<file path="src/verilog/fprom_consts.svh">
// Constants for the fuse PROM read and program controller.
`ifndef FPROM_CONSTS_SVH
`define FPROM_CONSTS_SVH
`define FPROM_ADDR_W        10
`define FPROM_DATA_W        4
`define FPROM_CLK_MHZ       50
// Address access allowance in ns, settle before sampling a read.
`define FPROM_ACCESS_NS     60
`define FPROM_ACCESS_CYC    ((`FPROM_ACCESS_NS*`FPROM_CLK_MHZ+999)/1000)
// Flip-flops between the device pins and the sampling logic.
`define FPROM_SYNC_STAGES   2
// Wait before a read or verify sample: access plus synchroniser delay.
`define FPROM_READ_CYC      (`FPROM_ACCESS_CYC+`FPROM_SYNC_STAGES)
// Recommended burn pulse width in us (0.18 ms).
`define FPROM_PULSE_US      180
`define FPROM_PULSE_CYC     (`FPROM_PULSE_US*`FPROM_CLK_MHZ)
// Twenty percent duty: off time is four pulse widths.
`define FPROM_REST_CYC      (4*`FPROM_PULSE_CYC)
// Supply settle time in us after a change of level.
`define FPROM_SETTLE_US     10
`define FPROM_SETTLE_CYC    (`FPROM_SETTLE_US*`FPROM_CLK_MHZ)
`define FPROM_MAX_PULSES    4'h8
`define FPROM_CNT_W         20
`endif

</file>
<file path="src/verilog/fprom_pkg.sv">
// Types for the fuse PROM read and program controller.
`default_nettype none
package fprom_pkg;
    typedef enum logic [8:0] {
        FPROM_IDLE   = 9'h001,
        FPROM_RD     = 9'h002,
        FPROM_SETUP  = 9'h004,
        FPROM_ENABLE = 9'h008,
        FPROM_PULSE  = 9'h010,
        FPROM_LOWV   = 9'h020,
        FPROM_VERIFY = 9'h040,
        FPROM_REST   = 9'h080,
        FPROM_DONE   = 9'h100
    } fprom_state_t;
endpackage
`default_nettype wire

</file>
<file path="src/verilog/fprom_ctrl.sv">
// Controller that reads and programs a 1024 x 4 fuse PROM over its pins.
//
// Contract
// - Apply nominal supply, then drive the address, before enabling.
// - Enable programming by driving a chip select high.
// - Pulse only the target output; leave the others open.
// - After a pulse: remove it, lower supply, select low, verify zero.
// - Repeat the whole sequence for each further bit.
// - Pulse width lies within limits, recommended width used.
// - Space pulses to about twenty percent duty.
// - Allow up to eight pulse and verify passes per bit.
// - Drive every address line during programming, never float.
`timescale 1ns/1ps
`default_nettype none
`include "fprom_consts.svh"
module fprom_ctrl
    import fprom_pkg::*;
(
    input  wire logic                     clk,
    input  wire logic                     rst_n,
    // User side.
    input  wire logic                     rd_req,
    input  wire logic                     prog_req,
    input  wire logic [`FPROM_ADDR_W-1:0] req_addr,
    input  wire logic [1:0]               req_bit,
    output logic                          busy,
    output logic                          done,
    output logic [`FPROM_DATA_W-1:0]      rd_data,
    output logic                          prog_fail,
    output logic [3:0]                    pulses_used,
    // Device side.
    output logic [`FPROM_ADDR_W-1:0]      word_address_lines,
    output logic                          select_first_n,
    output logic                          select_second_n,
    input  wire logic [`FPROM_DATA_W-1:0] word_outputs_in,
    output logic [`FPROM_DATA_W-1:0]      burn_pulse_oe,
    output logic                          supply_on,
    output logic                          supply_low_verify
);
    typedef struct packed {
        fprom_state_t                    st;
        logic [`FPROM_CNT_W-1:0]         cnt;
        logic [3:0]                      pulses;
        logic [1:0]                      bit_sel;
        logic [`FPROM_ADDR_W-1:0]        addr;
        logic                            cs1_n;
        logic                            cs2_n;
        logic [`FPROM_DATA_W-1:0]        oe;
        logic                            sup_on;
        logic                            sup_low;
        logic                            busy;
        logic                            done;
        logic                            fail;
        logic [`FPROM_DATA_W-1:0]        data;
    } fprom_regs_t;

    fprom_regs_t s_r;
    fprom_regs_t s_nxt;
    logic [`FPROM_DATA_W-1:0] pins_sync;

    // Device outputs come from another timing world, so resample them.
    fprom_sync #(.W(`FPROM_DATA_W)) u_sync (
        .clk   (clk),
        .rst_n (rst_n),
        .d     (word_outputs_in),
        .q     (pins_sync)
    );

    // Sequencer for reads and the burn, verify loop.
    always_comb begin
        s_nxt      = s_r;
        s_nxt.done = 1'b0;
        if (s_r.cnt != '0)
            s_nxt.cnt = s_r.cnt - 1'b1;
        case (s_r.st)
            FPROM_IDLE: begin
                s_nxt.oe = '0;
                if (prog_req) begin
                    s_nxt.st      = FPROM_SETUP;
                    s_nxt.addr    = req_addr;
                    s_nxt.bit_sel = req_bit;
                    s_nxt.pulses  = '0;
                    s_nxt.fail    = 1'b0;
                    s_nxt.sup_on  = 1'b1;
                    s_nxt.sup_low = 1'b0;
                    s_nxt.cs1_n   = 1'b0;
                    s_nxt.cs2_n   = 1'b0;
                    s_nxt.busy    = 1'b1;
                    s_nxt.cnt     = `FPROM_CNT_W'(`FPROM_SETTLE_CYC);
                end else if (rd_req) begin
                    s_nxt.st      = FPROM_RD;
                    s_nxt.addr    = req_addr;
                    s_nxt.sup_on  = 1'b1;
                    s_nxt.sup_low = 1'b0;
                    s_nxt.cs1_n   = 1'b0;
                    s_nxt.cs2_n   = 1'b0;
                    s_nxt.busy    = 1'b1;
                    // Access delay plus the two synchroniser stages.
                    s_nxt.cnt     = `FPROM_CNT_W'(`FPROM_READ_CYC);
                end
            end
            FPROM_RD: begin
                if (s_r.cnt == '0) begin
                    s_nxt.data = pins_sync;
                    s_nxt.st   = FPROM_DONE;
                end
            end
            FPROM_SETUP: begin
                // Supply and address are stable before the enable.
                if (s_r.cnt == '0) begin
                    s_nxt.st    = FPROM_ENABLE;
                    s_nxt.cs1_n = 1'b1;
                    s_nxt.cs2_n = 1'b1;
                    s_nxt.cnt   = `FPROM_CNT_W'(`FPROM_SETTLE_CYC);
                end
            end
            FPROM_ENABLE: begin
                if (s_r.cnt == '0) begin
                    s_nxt.st  = FPROM_PULSE;
                    s_nxt.oe  = `FPROM_DATA_W'(1) << s_r.bit_sel;
                    // The state leaves one edge after the count hits zero,
                    // so load one less to keep the pulse at its nominal width.
                    s_nxt.cnt = `FPROM_CNT_W'(`FPROM_PULSE_CYC - 1);
                    s_nxt.pulses = s_r.pulses + 4'h1;
                end
            end
            FPROM_PULSE: begin
                if (s_r.cnt == '0) begin
                    s_nxt.oe      = '0;
                    s_nxt.sup_low = 1'b1;
                    s_nxt.st      = FPROM_LOWV;
                    s_nxt.cnt     = `FPROM_CNT_W'(`FPROM_SETTLE_CYC);
                end
            end
            FPROM_LOWV: begin
                if (s_r.cnt == '0) begin
                    s_nxt.cs1_n = 1'b0;
                    s_nxt.cs2_n = 1'b0;
                    s_nxt.st    = FPROM_VERIFY;
                    s_nxt.cnt   = `FPROM_CNT_W'(`FPROM_READ_CYC);
                end
            end
            FPROM_VERIFY: begin
                if (s_r.cnt == '0) begin
                    s_nxt.data = pins_sync;
                    if (!pins_sync[s_r.bit_sel]) begin
                        s_nxt.st = FPROM_DONE;
                    end else if (s_r.pulses >= `FPROM_MAX_PULSES) begin
                        s_nxt.fail = 1'b1;
                        s_nxt.st   = FPROM_DONE;
                    end else begin
                        // Rest keeps duty near twenty percent.
                        s_nxt.sup_low = 1'b0;
                        s_nxt.st  = FPROM_REST;
                        s_nxt.cnt = `FPROM_CNT_W'(`FPROM_REST_CYC);
                    end
                end
            end
            FPROM_REST: begin
                if (s_r.cnt == '0) begin
                    s_nxt.cs1_n = 1'b1;
                    s_nxt.cs2_n = 1'b1;
                    s_nxt.st    = FPROM_ENABLE;
                    s_nxt.cnt   = `FPROM_CNT_W'(`FPROM_SETTLE_CYC);
                end
            end
            FPROM_DONE: begin
                // Deselect and power down; address stays driven.
                s_nxt.cs1_n   = 1'b1;
                s_nxt.cs2_n   = 1'b1;
                s_nxt.sup_on  = 1'b0;
                s_nxt.sup_low = 1'b0;
                s_nxt.busy    = 1'b0;
                s_nxt.done    = 1'b1;
                s_nxt.st      = FPROM_IDLE;
            end
            default: begin
                s_nxt.st = FPROM_IDLE;
            end
        endcase
    end

    always_ff @(posedge clk or negedge rst_n) begin
        if (!rst_n) begin
            s_r         <= '0;
            s_r.st      <= FPROM_IDLE;
            s_r.cs1_n   <= 1'b1;
            s_r.cs2_n   <= 1'b1;
        end else begin
            s_r <= s_nxt;
        end
    end

    // Every output is a flip-flop of the state record.
    assign busy               = s_r.busy;
    assign done               = s_r.done;
    assign rd_data            = s_r.data;
    assign prog_fail          = s_r.fail;
    assign pulses_used        = s_r.pulses;
    assign word_address_lines = s_r.addr;
    assign select_first_n     = s_r.cs1_n;
    assign select_second_n    = s_r.cs2_n;
    assign burn_pulse_oe      = s_r.oe;
    assign supply_on          = s_r.sup_on;
    assign supply_low_verify  = s_r.sup_low;
endmodule // fprom_ctrl
`default_nettype wire

</file>
<file path="src/verilog/fprom_sync.sv">
// Two flip-flop synchroniser for the PROM output pins.
`timescale 1ns/1ps
`default_nettype none
module fprom_sync #(
    parameter int W = 4
) (
    input  wire logic         clk,
    input  wire logic         rst_n,
    input  wire logic [W-1:0] d,
    output logic      [W-1:0] q
);
    logic [W-1:0] meta_r;

    // The first stage feeds only the second stage.
    always_ff @(posedge clk or negedge rst_n) begin
        if (!rst_n) begin
            meta_r <= '0;
            q      <= '0;
        end else begin
            meta_r <= d;
            q      <= meta_r;
        end
    end
endmodule // fprom_sync
`default_nettype wire

</file>
<file path="config.mk">
export PLATFORM = sky130hd
export DESIGN_NAME = fprom_ctrl
export DESIGN_NICKNAME = d
export VERILOG_FILES = /design/src/verilog/fprom_pkg.sv /design/src/verilog/fprom_ctrl.sv /design/src/verilog/fprom_sync.sv
export VERILOG_INCLUDE_DIRS = /design/src /design/src/verilog
export SDC_FILE = /design/constraint.sdc
export NUM_CORES = 1
export LEC_CHECK = 0
export ABC_CLOCK_PERIOD_IN_PS = 4600
export BUFFER_PORTS_ARGS = -buffer_cell sky130_fd_sc_hd__buf_2
export CORE_ASPECT_RATIO = 0.9
export CORE_MARGIN = 2
export CORE_UTILIZATION = 43
export DETAILED_ROUTE_END_ITERATION = 8
export SETUP_SLACK_MARGIN = 0.05
export SYNTH_ARGS = -nofsm -noshare
export SYNTH_HDL_FRONTEND = slang
export SYNTH_SLANG_ARGS = --single-unit
export TNS_END_PERCENT = 1
</file>
<file path="constraint.sdc">
create_clock -name clk -period 4.6 [get_ports clk]
set_input_delay 0.92 -clock clk [delete_from_list [all_inputs] [get_ports clk]]
set_output_delay 0.92 -clock clk [all_outputs]
set_load 0.02 [all_outputs]
</file>
=== Word-level counts from Yosys, hierarchy flattened ===
Index checks and enable logic that the tools add are counted.

* Register bits: 68
* Bits of input ports: 20
* Output and inout bits: 29
* Logic and storage cells: 106

* $add $sub $neg: 2
* Order comparisons: 2
* Eq/ne operators: 20
* Shift operators: 1
* Multiplexer cells: 44
* Reductions and logical operators: 21

{| class="wikitable"
|+ Operator list
! cell !! count
|-
| $mux W29 || 6
|-
| $pmux W20 S6 || 1
|-
| $pmux W9 S7 || 1
|-
| $mux W20 || 3
|-
| $mux W33 || 1
|-
| $mux W9 || 3
|-
| $mux W12 || 2
|-
| $logic_not A20 Y1 || 1
|-
| $reduce_bool A20 Y1 || 1
|-
| $sub A20 B1 Y20 const B || 1
|-
| $ne A2 B2 Y1 const B || 9
|-
| $pmux W4 S2 || 2
|-
| $mux W4 || 3
|-
| $pmux W4 S3 || 1
|-
| $reduce_bool A2 Y1 || 5
|-
| $eq A9 B1 Y1 const B || 1
|-
| $eq A9 B2 Y1 const B || 1
|-
| $eq A9 B3 Y1 const B || 1
|-
| $eq A9 B4 Y1 const B || 1
|-
| $eq A9 B5 Y1 const B || 1
|-
| $eq A9 B6 Y1 const B || 1
|-
| $eq A9 B7 Y1 const B || 1
|-
| $eq A9 B8 Y1 const B || 1
|-
| $eq A9 B9 Y1 const B || 1
|-
| 24 further kinds || 41
|}

=== Logic depth before layout (Yosys ltp) ===
Gate-level depths: netlist of run 1.

* Depth after elaboration: 6
* Gate-level depth with buffers: 11
* Mapped depth without buffers: 10

=== By module ===
Synthesis of run 1 repeated with hierarchy kept, for this count alone.

* Cells, all modules: 383
* Area total of the unflattened synthesis: 3560.9 um2

{| class="wikitable"
|+ Modules (own cells, without submodules)
! module !! instances !! cells an instance !! area each (um2) !! seq. area each (um2)
|-
| fprom_ctrl || 1 || 375 || 3360.7 || 1453.9
|-
| fprom_sync || 1 || 8 || 200.2 || 200.2
|}

=== Worst setup path before layout of run 1 ===
Ideal clock, no wire load.

* Path kind: flip-flop to flip-flop
* From: register s_r[31] in the netlist's numbering
* To: register s_r[31] in the netlist's numbering
* Library setup time: 0.139 ns
* Arrival: 2.790 ns
* Data required time: 4.461 ns
* Setup slack: 1.671 ns
* Cell stages (with the launch flop): 11
* Path buffers: 1
* Clock period less this slack: 2.929 ns
* Path through: dfrtp_1 > inv_1 > ha_1 > or4b_4 > or3_4 > nor2_4 > inv_2 > clkbuf_1 > ha_1 > a21oi_1 > or4_1

{| class="wikitable"
|+ RTL lines
! item !! RTL line !! text
|-
| from (decl) || fprom_ctrl.sv:57 || <nowiki>fprom_regs_t s_r;</nowiki>
|-
| from (signal assigned) || fprom_ctrl.sv:190 || <nowiki>s_r <= s_nxt;</nowiki>
|}

==> flow_metrics.env, run 1 <==
export IMPL_cts_hold_buf=0
export IMPL_drt_iter0_markers=228
export IMPL_post_place_cells=478
export IMPL_syn_area_per_cell_um2=9.72
export IMPL_ys_ff_latch=66
export IMPL_postRouteAntennaNets=0
export IMPL_synth_xor_area_share_pct=2.93
export IMPL_synth_edf_count=0
export IMPL_hp_class="reg -> reg"
export IMPL_status="complete, no violations"
export IMPL_fin_util_pct=48.9
export IMPL_layout_drive_gt1_share_pct=24.3
export IMPL_n_antenna_cell=0
export IMPL_ioPinCount=49
export IMPL_max_clock_freq_ghz=0.288
export IMPL_synth_top_family_by_area="simple AND/OR/NAND/NOR gates"
export IMPL_start_util_pct=44.5
export IMPL_min_period_over_period_pct=75.5
export IMPL_totalWireLength_um=8220
export IMPL_hold_depth=0
export IMPL_arrival_ps=3680
export IMPL_tightestPinTransition_ps=954
export IMPL_synth_adder_area_share_pct=1.74
export IMPL_area_growth_pct=10.0
export IMPL_synthFlopType="dfrtp_1"
export IMPL_synth_compound_area_share_pct=13.6
export IMPL_dieArea_mm2=0.00909
export IMPL_switching_share_pct=39.9
export IMPL_cts_setup_buffers=0
export IMPL_fin_crit_ps=3470
export IMPL_grtUsageTotal_pct=19.5
export IMPL_finalHoldViolCount=0
export IMPL_syn_inst=369
export IMPL_slew_headroom_pct=36.3
export IMPL_yosys_warnings=0
export IMPL_synth_simple_area_share_pct=21.9
export IMPL_first_pass_iters=6
export IMPL_fillers=770
export IMPL_instances_no_fill=494
export IMPL_synth_area_mux_share_pct=5.93
export IMPL_p_leak_nw=1.84
export IMPL_design_area_mm2=0.00395
export IMPL_clk_latency_ps=350
export IMPL_p_int_mw=1.43
export IMPL_netSwitchingPower_uw=946
export IMPL_hp_start="u_sync.meta_r[1]$_DFF_PN0_"
export IMPL_p_per_area_mw_per_mm2=601
export IMPL_ys_types=55
export IMPL_final_max_slew_viol_count=0
export IMPL_seq_power_share_pct=36.0
export IMPL_cts_root_buffer="clkbuf_8"
export IMPL_h_tree_depth=3
export IMPL_grt_overflow=0
export IMPL_rows=31
export IMPL_end_kind="flip-flop"
export IMPL_synthArstFlopShare_pct=100
export IMPL_drc=0
export IMPL_clkSlewWorstSetupHoldPaths_ps=70
export IMPL_antenna_found_initial=0
export IMPL_die_height_um=90.7
export IMPL_syn_nets=394
export IMPL_grt_pass1_vias=2766
export IMPL_layout_nets=415
export IMPL_cts_resized=0
export IMPL_grt_max_degree=35
export IMPL_startpoint_type="flip-flop"
export IMPL_postPlaceCellArea_mm2=0.00372
export IMPL_regToRegStartpoint="s_r[31]$_DFF_PN0_"
export IMPL_cts_tree="done"
export IMPL_dieWidth_um=100
export IMPL_crit_type="reg -> reg"
export IMPL_place_hpwl_um=5910
export IMPL_ys_seq_area_share_pct=46.1
export IMPL_fin_tns_setup_ps=0
export IMPL_vdd_ir_drop_max_v=0.000283
export IMPL_clock_skew_ps=10.4
export IMPL_place_congestion=0.901
export IMPL_pwr_share_clk_pct=23.6
export IMPL_avgRoutedWirePerCell_um=16.6
export IMPL_combPwrFrac_pct=40.4
export IMPL_cp_max_fo=20
export IMPL_drv_cap=0
export IMPL_syn_cell_area_mm2=0.00359
export IMPL_clk_path_buf_depth=2
export IMPL_finalSetupViolations=0
export IMPL_required_ps=4810
export IMPL_whs_ps=346
export IMPL_core_area_mm2=0.00807
export IMPL_r2r_cells=9
export IMPL_vias_per_cell=5.76
export IMPL_rsz0062_at_grt="no"
export IMPL_r2r_slack_ps=1130
export IMPL_via_count=2847
export IMPL_crit_start="s_r[31]$_DFF_PN0_"
export IMPL_grt_first_pass_wirelength_um=13900
export IMPL_cts_made_buffers=9
export IMPL_clock_sinks=66
export IMPL_port_buffers=48
worst max-delay path: stages (launching register included):
cell,delay (ps)
dfrtp_1,410
inv_1,100
ha_1,220
or4b_4,500
or3_4,450
nor2_4,420
inv_2,280
ha_1,380
a21oi_1,40
or4_1,530
final cells by class:
class	count	area [µm²]	area share [%]
timing repair buffer	49	248	6.28
clock inverter	4	73.8	1.87
inverter	10	37.5	0.951
clock buffer	12	155	3.93
tap	99	124	3.14
sequential	66	1650	41.9
multi-input combinational	254	1660	41.9
path summary, 6_finish.rpt:
| kind | end |
|---|---|
| max in group asynchronous | u_sync.q[2]$_DFF_PN0_ |
| min reg2reg | u_sync.q[1]$_DFF_PN0_ |
| min | u_sync.q[1]$_DFF_PN0_ |
| max reg2reg | s_r[31]$_DFF_PN0_ |
| min in group asynchronous | s_r[54]$_DFFE_PN0P_ |
| max | s_r[31]$_DFF_PN0_ |
routing by layer:
| layer | wire [µm] | part of all wire [%] | vias up | GRT usage [%] |
|---|---|---|---|---|
| met5 | 0 | 0 | - | 0 |
| met4 | 169 | 2.1 | 0 | 7.31 |
| met3 | 434 | 5.3 | 18 | 4.64 |
| met2 | 3780 | 46 | 91 | 28.7 |
| met1 | 3840 | 47 | 1384 | 27.8 |
| li1 | - | - | 1354 | - |
Yosys cell counts, types with 6 or more instances:
cell type	number	area [µm²]
a21oi_1	14	70.1
nand2b_1	6	37.5
mux2_2	16	180
nor3_1	18	90.1
o21ai_0	19	95.1
or3_1	9	56.3
nor2_1	26	97.6
nand3_1	15	75.1
nand2_1	30	113
dfrtp_1	64	1600
a31oi_1	7	43.8
xor2_1	7	61.3
clkbuf_1	11	41.3
buf_4	24	180
inv_1	9	33.8
sequential cells by signal, indices dropped and copies added, names as in the netlist:
name                flops
done                    1
u_sync.meta_r           4
supply_on               1
s_r                    31
rd_data                 4
select_first_n          1
supply_low_verify       1
u_sync.q                4
pulses_used             4
prog_fail               1
word_address_lines     10
burn_pulse_oe           4
power groups by stage:
stage                     registers (mW)  clock network (mW)  logic [mW]
final                              0.854               0.560       0.958
after global routing               0.874               0.596        1.05
after CTS                          0.851               0.576       0.953
after detailed placement           0.860                   0       0.947
after global placement             0.854                   0       0.938
after floorplan                    0.812                   0       0.803
layout by cell type (no fill, tap or decap), types with 5 or more instances in the layout:
cell type	n
nor2_1	26
or4_1	5
dfrtp_1	64
a21oi_1	14
xor2_1	7
nand2_1	30
clkbuf_8	11
inv_1	9
buf_2	48
or3_1	9
a211oi_1	5
o21ai_0	19
nand3_1	15
nor2b_1	5
mux2_2	16
ha_1	5
nor3_1	18
nand2b_1	6
a31oi_1	7
xnor2_1	5
kinds of logic after synthesis:
group           Yosys count
buf+inv                  49
mux                      18
compound gates           75
simple gates            144
fa+ha+maj                 5
flops                    66
xor+xnor                 12
per-stage QoR:
step	setup slack, ps	power [mW]
after floorplan	1670	1.61
after global placement	1260	1.79
after detailed placement	1180	1.81
after CTS	1130	2.38
after global routing	947	2.52
final	1130	2.37
Note: power is estimated with default switching activity, not from simulation.
==> inputs of run 2 (changes only) <==
Settings changed: ABC_AREA from default to 1, ABC_CLOCK_PERIOD_IN_PS 4600 to 3200.
Clock period 4.6 ns to 3.2 ns, I/O delays scaled along.
==> run 2 against run 1 <==
  * Hold slack worse by 36 ps
  * Critical path depth increased by 2
  * Combinational power rose by 67%
  * Via count grew 23%
  * First-iteration DRC count is 8.8% lower
  * Final area rose by 10%
  * Area after synthesis rose by 9.1%
==> flow_metrics.env, run 2 <==
export IMPL_finalHoldViolCount=0
export IMPL_dieWidth_um=105
export IMPL_cts_resized=0
export IMPL_synthFlopType="dfrtp_1"
export IMPL_fin_ws_ps=736
export IMPL_vdd_ir_drop_max_v=0.000454
export IMPL_synth_most_common_cell="nand2_1"
export IMPL_post_place_cells=678
export IMPL_first_pass_iters=6
export IMPL_drt_iter0_markers=208
export IMPL_postPlaceCellArea_mm2=0.00412
export IMPL_synth_top_family_by_area="simple AND/OR/NAND/NOR gates"
export IMPL_use_met2_pct=33.2
export IMPL_gr_usage_met3_pct=3.93
export IMPL_grtUsageTotal_pct=20.6
export IMPL_n_antenna_cell=0
export IMPL_clk_latency_ps=350
export IMPL_end_kind="flip-flop"
export IMPL_yosysTopAreaCell="dfrtp_1"
export IMPL_antenna_found_initial=0
export IMPL_grt_pass1_vias=3337
export IMPL_slew_headroom_pct=56.3
export IMPL_rows=33
export IMPL_postRouteAntennaNets=0
export IMPL_tightestPinTransition_ps=656
export IMPL_syn_nets=560
export IMPL_dieArea_mm2=0.00989
export IMPL_fin_crit_ps=2460
export IMPL_die_height_um=94.5
export IMPL_cts_setup_buffers=0
export IMPL_grtUsageMet1_pct=27.3
export IMPL_area_growth_pct=10.8
export IMPL_grt_first_pass_wirelength_um=16000
export IMPL_synthTopCellsByCount="nand2_1, dfrtp_1, inv_1"
export IMPL_h_tree_depth=3
export IMPL_place_hpwl_um=7290
export IMPL_cts_made_buffers=9
export IMPL_synth_edf_count=0
export IMPL_design_area_mm2=0.00434
export IMPL_synth_simple_area_share_pct=34.3
export IMPL_clkSlewWorstSetupHoldPaths_ps=80
export IMPL_vias_per_cell=5.03
export IMPL_instances_no_fill=694
export IMPL_syn_area_per_cell_um2=7.32
export IMPL_p_leak_nw=2.44
export IMPL_synth_top_area_share_pct=40.9
export IMPL_most_common_layout_cells="nand2_1, dfrtp_1, inv_1"
export IMPL_regMostFlops="s_r"
export IMPL_drc=0
export IMPL_layout_nets=592
export IMPL_totalWireLength_um=9630
export IMPL_hp_class="in -> async"
export IMPL_largest_reg_flops=31
export IMPL_syn_inst=535
export IMPL_finalSetupViolations=0
export IMPL_final_max_slew_viol_count=0
export IMPL_top_usage_layer="met2"
export IMPL_r2r_cells=11
export IMPL_avgRoutedWirePerCell_um=13.9
export IMPL_ys_seq_area_share_pct=42.2
export IMPL_synth_area_mux_share_pct=0.863
export IMPL_status="complete, no violations"
export IMPL_p_per_area_mw_per_mm2=836
export IMPL_cts_hold_buf=0
export IMPL_crit_type="reg -> reg"
export IMPL_via_count=3488
export IMPL_grt_overflow=0
export IMPL_synth_adder_area_share_pct=1.60
export IMPL_yosys_warnings=0
export IMPL_mostFrequentLayoutCell="nand2_1"
export IMPL_clk_path_buf_depth=2
export IMPL_startpoint_type="flip-flop"
export IMPL_fin_tns_setup_ps=0
export IMPL_synth_area_leaders="dfrtp_1, nand2_1, inv_1"
export IMPL_fillers=952
export IMPL_min_period_over_period_pct=77.0
export IMPL_cts_tree="done"
export IMPL_grt_max_degree=29
export IMPL_required_ps=3430
export IMPL_arrival_ps=2690
export IMPL_syn_cell_area_mm2=0.00392
export IMPL_place_congestion=0.934
export IMPL_dp_slack_ps=788
export IMPL_ys_types=35
export IMPL_clock_skew_ps=9.31
export IMPL_cp_max_fo=27
export IMPL_r2r_end="s_r[31]$_DFF_PN0_"
export IMPL_ioPinCount=49
export IMPL_max_clock_freq_ghz=0.406
export IMPL_synth_xor_area_share_pct=2.91
export IMPL_start_util_pct=43.5
export IMPL_power_total_mw=3.63
export IMPL_port_buffers=48
export IMPL_drv_cap=0
export IMPL_synth_compound_area_share_pct=6.45
export IMPL_ys_ff_latch=66
export IMPL_clock_sinks=66
export IMPL_regToRegStartpoint="s_r[31]$_DFF_PN0_"
export IMPL_r2r_slack_ps=740
export IMPL_synthArstFlopShare_pct=100
export IMPL_layout_drive_gt1_share_pct=16.8
export IMPL_cts_root_buffer="clkbuf_8"
export IMPL_core_area_mm2=0.00900
export IMPL_rsz0062_at_grt="no"
## run 2: cell types whose count changed in the layout (fill, tap and decap cells not counted), sizes merged, moves of 7 or more
cell and change:
nor2 +40, inv +53, or3 -10, o21ai +10, mux2 -13, nand2b -7
a21oi -8, nor3 -11, nand3 +27, nand2 +146
## run 2: stage by stage
step | hold slack (ps) | utilization [%]
after floorplan | 331 | -
after global placement | 332 | 45.7
after detailed placement | 337 | 45.7
after CTS | 325 | 48.2
after global routing | 360 | 48.2
final | 310 | 48.2
## run 2: area by class of cell
cell class              instances  area [µm²]  area share (%)
clock inverters                 7         100            2.31
inverters                      62         233            5.36
multi-input cells             376        1810            41.6
well taps                     122         153            3.52
flip-flops and latches         66        1650            38.1
clock buffers                   9         124            2.85
repair buffers                 52         270            6.23
## run 2: worst max-delay path: stages (launching register included)
cell and delay, ps:
dfrtp_1 440, inv_1 130, ha_1 240, nand2_2 130
nor2_8 190, nand3_4 300, ha_1 410, inv_1 50
o21ai_0 130, o211ai_1 100, a21oi_1 120, nand2_1 80
## run 2: kinds of logic after synthesis
family / after synthesis
and+or+nand+nor: 309
buffers and inverters: 93
DFF: 66
AOI/OAI and AO/OA: 46
xor gates and xnor gates: 13
adders and majority gates: 5
muxes: 3
## run 2: per-layer routing
metal / part of all wire (%) / wire length [µm]
met1: 47 / 4540
met2: 44 / 4260
met3: 6.3 / 607
met4: 2.2 / 216
met5: 0 / 0
## run 2: where the power goes
group | switching, mW | leakage, nW | internal [mW]
sequential | 0.173 | 0.849 | 1.04
clock | 0.364 | 0.114 | 0.446
combinational | 1.11 | 1.47 | 0.497
## run 2: worst max-delay path by stage
| stage | slack, ps | cells after the start | end | startpoint |
|---|---|---|---|---|
| floorplan | 970 | 13 | s_r[31]$_DFF_PN0_ | s_r[31]$_DFF_PN0_ |
| global placement | 910 | 11 | s_r[31]$_DFF_PN0_ | s_r[31]$_DFF_PN0_ |
| detailed placement | 790 | 11 | s_r[31]$_DFF_PN0_ | s_r[31]$_DFF_PN0_ |
| CTS | 770 | 11 | s_r[31]$_DFF_PN0_ | s_r[31]$_DFF_PN0_ |
| global route | 530 | 11 | s_r[31]$_DFF_PN0_ | s_r[31]$_DFF_PN0_ |
| finish | 740 | 11 | s_r[31]$_DFF_PN0_ | s_r[31]$_DFF_PN0_ |
==> inputs of run 3 (changes only) <==
Settings changed: ABC_CLOCK_PERIOD_IN_PS 3200 to 2080.
Clock period 3.2 ns to 2.08 ns, I/O delays scaled along.
==> run 3 against run 2 <==
  * Die area is the same
  * Final area up 4.5%
  * Sequential share of layout area shrank 1.7 points
  * First-iteration DRC count is 23% higher
  * Clock power grew 43%
  * Hold slack got worse by 240 ps
  * Sequential power grew 53%
  * Via count grew 1.1%
  * Critical path depth grew 2
  * Fmax increased by 28%
  * Critical endpoint is now supply_low_verify$_DFFE_PN0P_
  * Highest routed layer unchanged
==> flow_metrics.env, run 3 (synthesis gave the netlist of run 2 again) <==
export IMPL_fin_tns_setup_ps=0
export IMPL_totalWireLength_um=9790
export IMPL_critPathMostFrequentCell="nand2_1"
export IMPL_end_kind="flip-flop"
export IMPL_n_antenna_cell=0
export IMPL_first_pass_iters=4
export IMPL_r2r_end="supply_low_verify$_DFFE_PN0P_"
export IMPL_grt_pass1_vias=3262
export IMPL_port_buffers=48
export IMPL_die_height_um=94.5
export IMPL_cts_made_buffers=9
export IMPL_hp_class="in -> async"
export IMPL_grt_max_degree=67
export IMPL_whs_ps=75.0
export IMPL_fillers=896
export IMPL_cp_max_fo=14
export IMPL_max_clock_freq_ghz=0.520
export IMPL_clock_skew_ps=10.7
export IMPL_regToRegStartpoint="s_r[31]$_DFF_PN0_"
export IMPL_h_tree_depth=3
export IMPL_rows=33
export IMPL_cts_hold_buf=0
export IMPL_cts_tree="done"
export IMPL_clkSlewWorstSetupHoldPaths_ps=90
export IMPL_antenna_found_initial=0
export IMPL_finalHoldViolCount=0
export IMPL_place_hpwl_um=7330
export IMPL_dieArea_mm2=0.00989
export IMPL_postRouteAntennaNets=0
export IMPL_cts_root_buffer="clkbuf_8"
export IMPL_start_util_pct=43.5
export IMPL_status="complete, no violations"
export IMPL_slowest_stage="dfrtp_1"
export IMPL_startpoint_type="flip-flop"
export IMPL_rsz0062_at_grt="yes"
export IMPL_regMostFlops="s_r"
export IMPL_largest_reg_flops=31
export IMPL_drt_iter0_markers=256
export IMPL_r2r_cells=13
export IMPL_finalSetupViolations=0
export IMPL_vias_per_cell=4.96
export IMPL_p_per_area_mw_per_mm2=1250
export IMPL_slew_headroom_pct=75.6
export IMPL_tightestPinTransition_ps=367
export IMPL_ioPinCount=49
export IMPL_most_common_layout_cells="nand2_1, dfrtp_1, inv_1"
export IMPL_min_period_over_period_pct=92.5
export IMPL_avgRoutedWirePerCell_um=13.8
export IMPL_path_cells="inv_2 > ha_4 > nand2_4 > nor2_8 > nand3_4 > buf_12 > inv_2 > buf_4 > nand2_1 > nand2_1 > nand4_1 > nand2_1 > nand2_1"
export IMPL_final_max_slew_viol_count=0
export IMPL_clk_path_buf_depth=2
export IMPL_slowest_delay_ps=400
export IMPL_mostFrequentLayoutCell="nand2_1"
export IMPL_place_congestion=0.918
export IMPL_layout_drive_gt1_share_pct=21.9
export IMPL_crit_start="s_r[31]$_DFF_PN0_"
export IMPL_core_area_mm2=0.00900
export IMPL_fin_ws_ps=156
export IMPL_grt_first_pass_wirelength_um=16100
export IMPL_layout_nets=609
export IMPL_dieWidth_um=105
export IMPL_crit_type="reg -> reg"
export IMPL_arrival_ps=2160
export IMPL_via_count=3527
export IMPL_clk_latency_ps=350
export IMPL_vdd_ir_drop_max_v=0.000627
export IMPL_grt_overflow=0
export IMPL_fin_crit_ps=1920
export IMPL_drc=0
export IMPL_dp_slack_ps=106
export IMPL_required_ps=2320
export IMPL_grtUsageTotal_pct=20.7
export IMPL_clock_sinks=66
export IMPL_area_growth_pct=15.8
export IMPL_p_leak_nw=2.53
export IMPL_drv_cap=0
export IMPL_r2r_slack_ps=160
export IMPL_fin_util_pct=50.4
[run 3: changes by cell type in the layout (fill, tap and decap cells not counted), moves of 3 or more]
| cell | previous run | this run |
|---|---|---|
| buf_4 | 4 | 19 |
| inv_1 | 58 | 55 |
| inv_2 | 3 | 6 |
| nand2_1 | 171 | 168 |
| nor2_1 | 56 | 48 |
| nor2_2 | 9 | 16 |
[run 3: area by class of cell]
| class | instances | area [µm²] | share of cell area [%] |
|---|---|---|---|
| sequential | 66 | 1650 | 36.5 |
| inverter | 62 | 233 | 5.13 |
| multi-input combinational | 376 | 1860 | 41.1 |
| timing repair buffer | 69 | 423 | 9.32 |
| clock inverter | 6 | 72.6 | 1.60 |
| clock buffer | 10 | 138 | 3.03 |
| tap | 122 | 153 | 3.36 |
[run 3: per-layer routing]
layer,wire length (µm),share of wire (%),track usage (%)
met2,4210,43,31.0
met5,0,0,0
met1,4810,49,29.4
met3,718,7.3,5.66
met4,48,0.49,6.44
[run 3: timing repair]
action,in CTS,in global routing
setup endpoints to repair,0,19
gates resized for setup,0,16
buffers inserted,0,4
[run 3: worst max path at each step]
stage                                                to  slack, ps  cells past startpoint
after floorplan                       s_r[31]$_DFF_PN0_         80                     13
after global placement                s_r[31]$_DFF_PN0_        150                     10
after detailed placement              s_r[31]$_DFF_PN0_        110                     10
after CTS                             s_r[31]$_DFF_PN0_         80                     10
after global routing                  s_r[31]$_DFF_PN0_         20                     11
final                     supply_low_verify$_DFFE_PN0P_        160                     13
[run 3: metrics by stage]
stage | power, mW | std cells | instance area [µm²]
floorplan | 3.82 | 535 | 3940
global placement | 4.41 | 691 | 4240
detailed placement | 4.44 | 691 | 4240
CTS | 5.64 | 707 | 4450
global route | 6.14 | 711 | 4540
finish | 5.66 | 711 | 4540
[run 3: power breakdown]
part,switching [mW],internal (mW)
logic,1.74,0.896
registers,0.264,1.60
clock network,0.562,0.601
[run 3: worst max-delay path, delay by kind of cell, from the launching register on]
family                   cells  cell delay (ps)
AND/OR/NAND/NOR              8              690
buffers and inverters        4              550
flip-flops                   1              400
adder cells (fa/ha/maj)      1              170
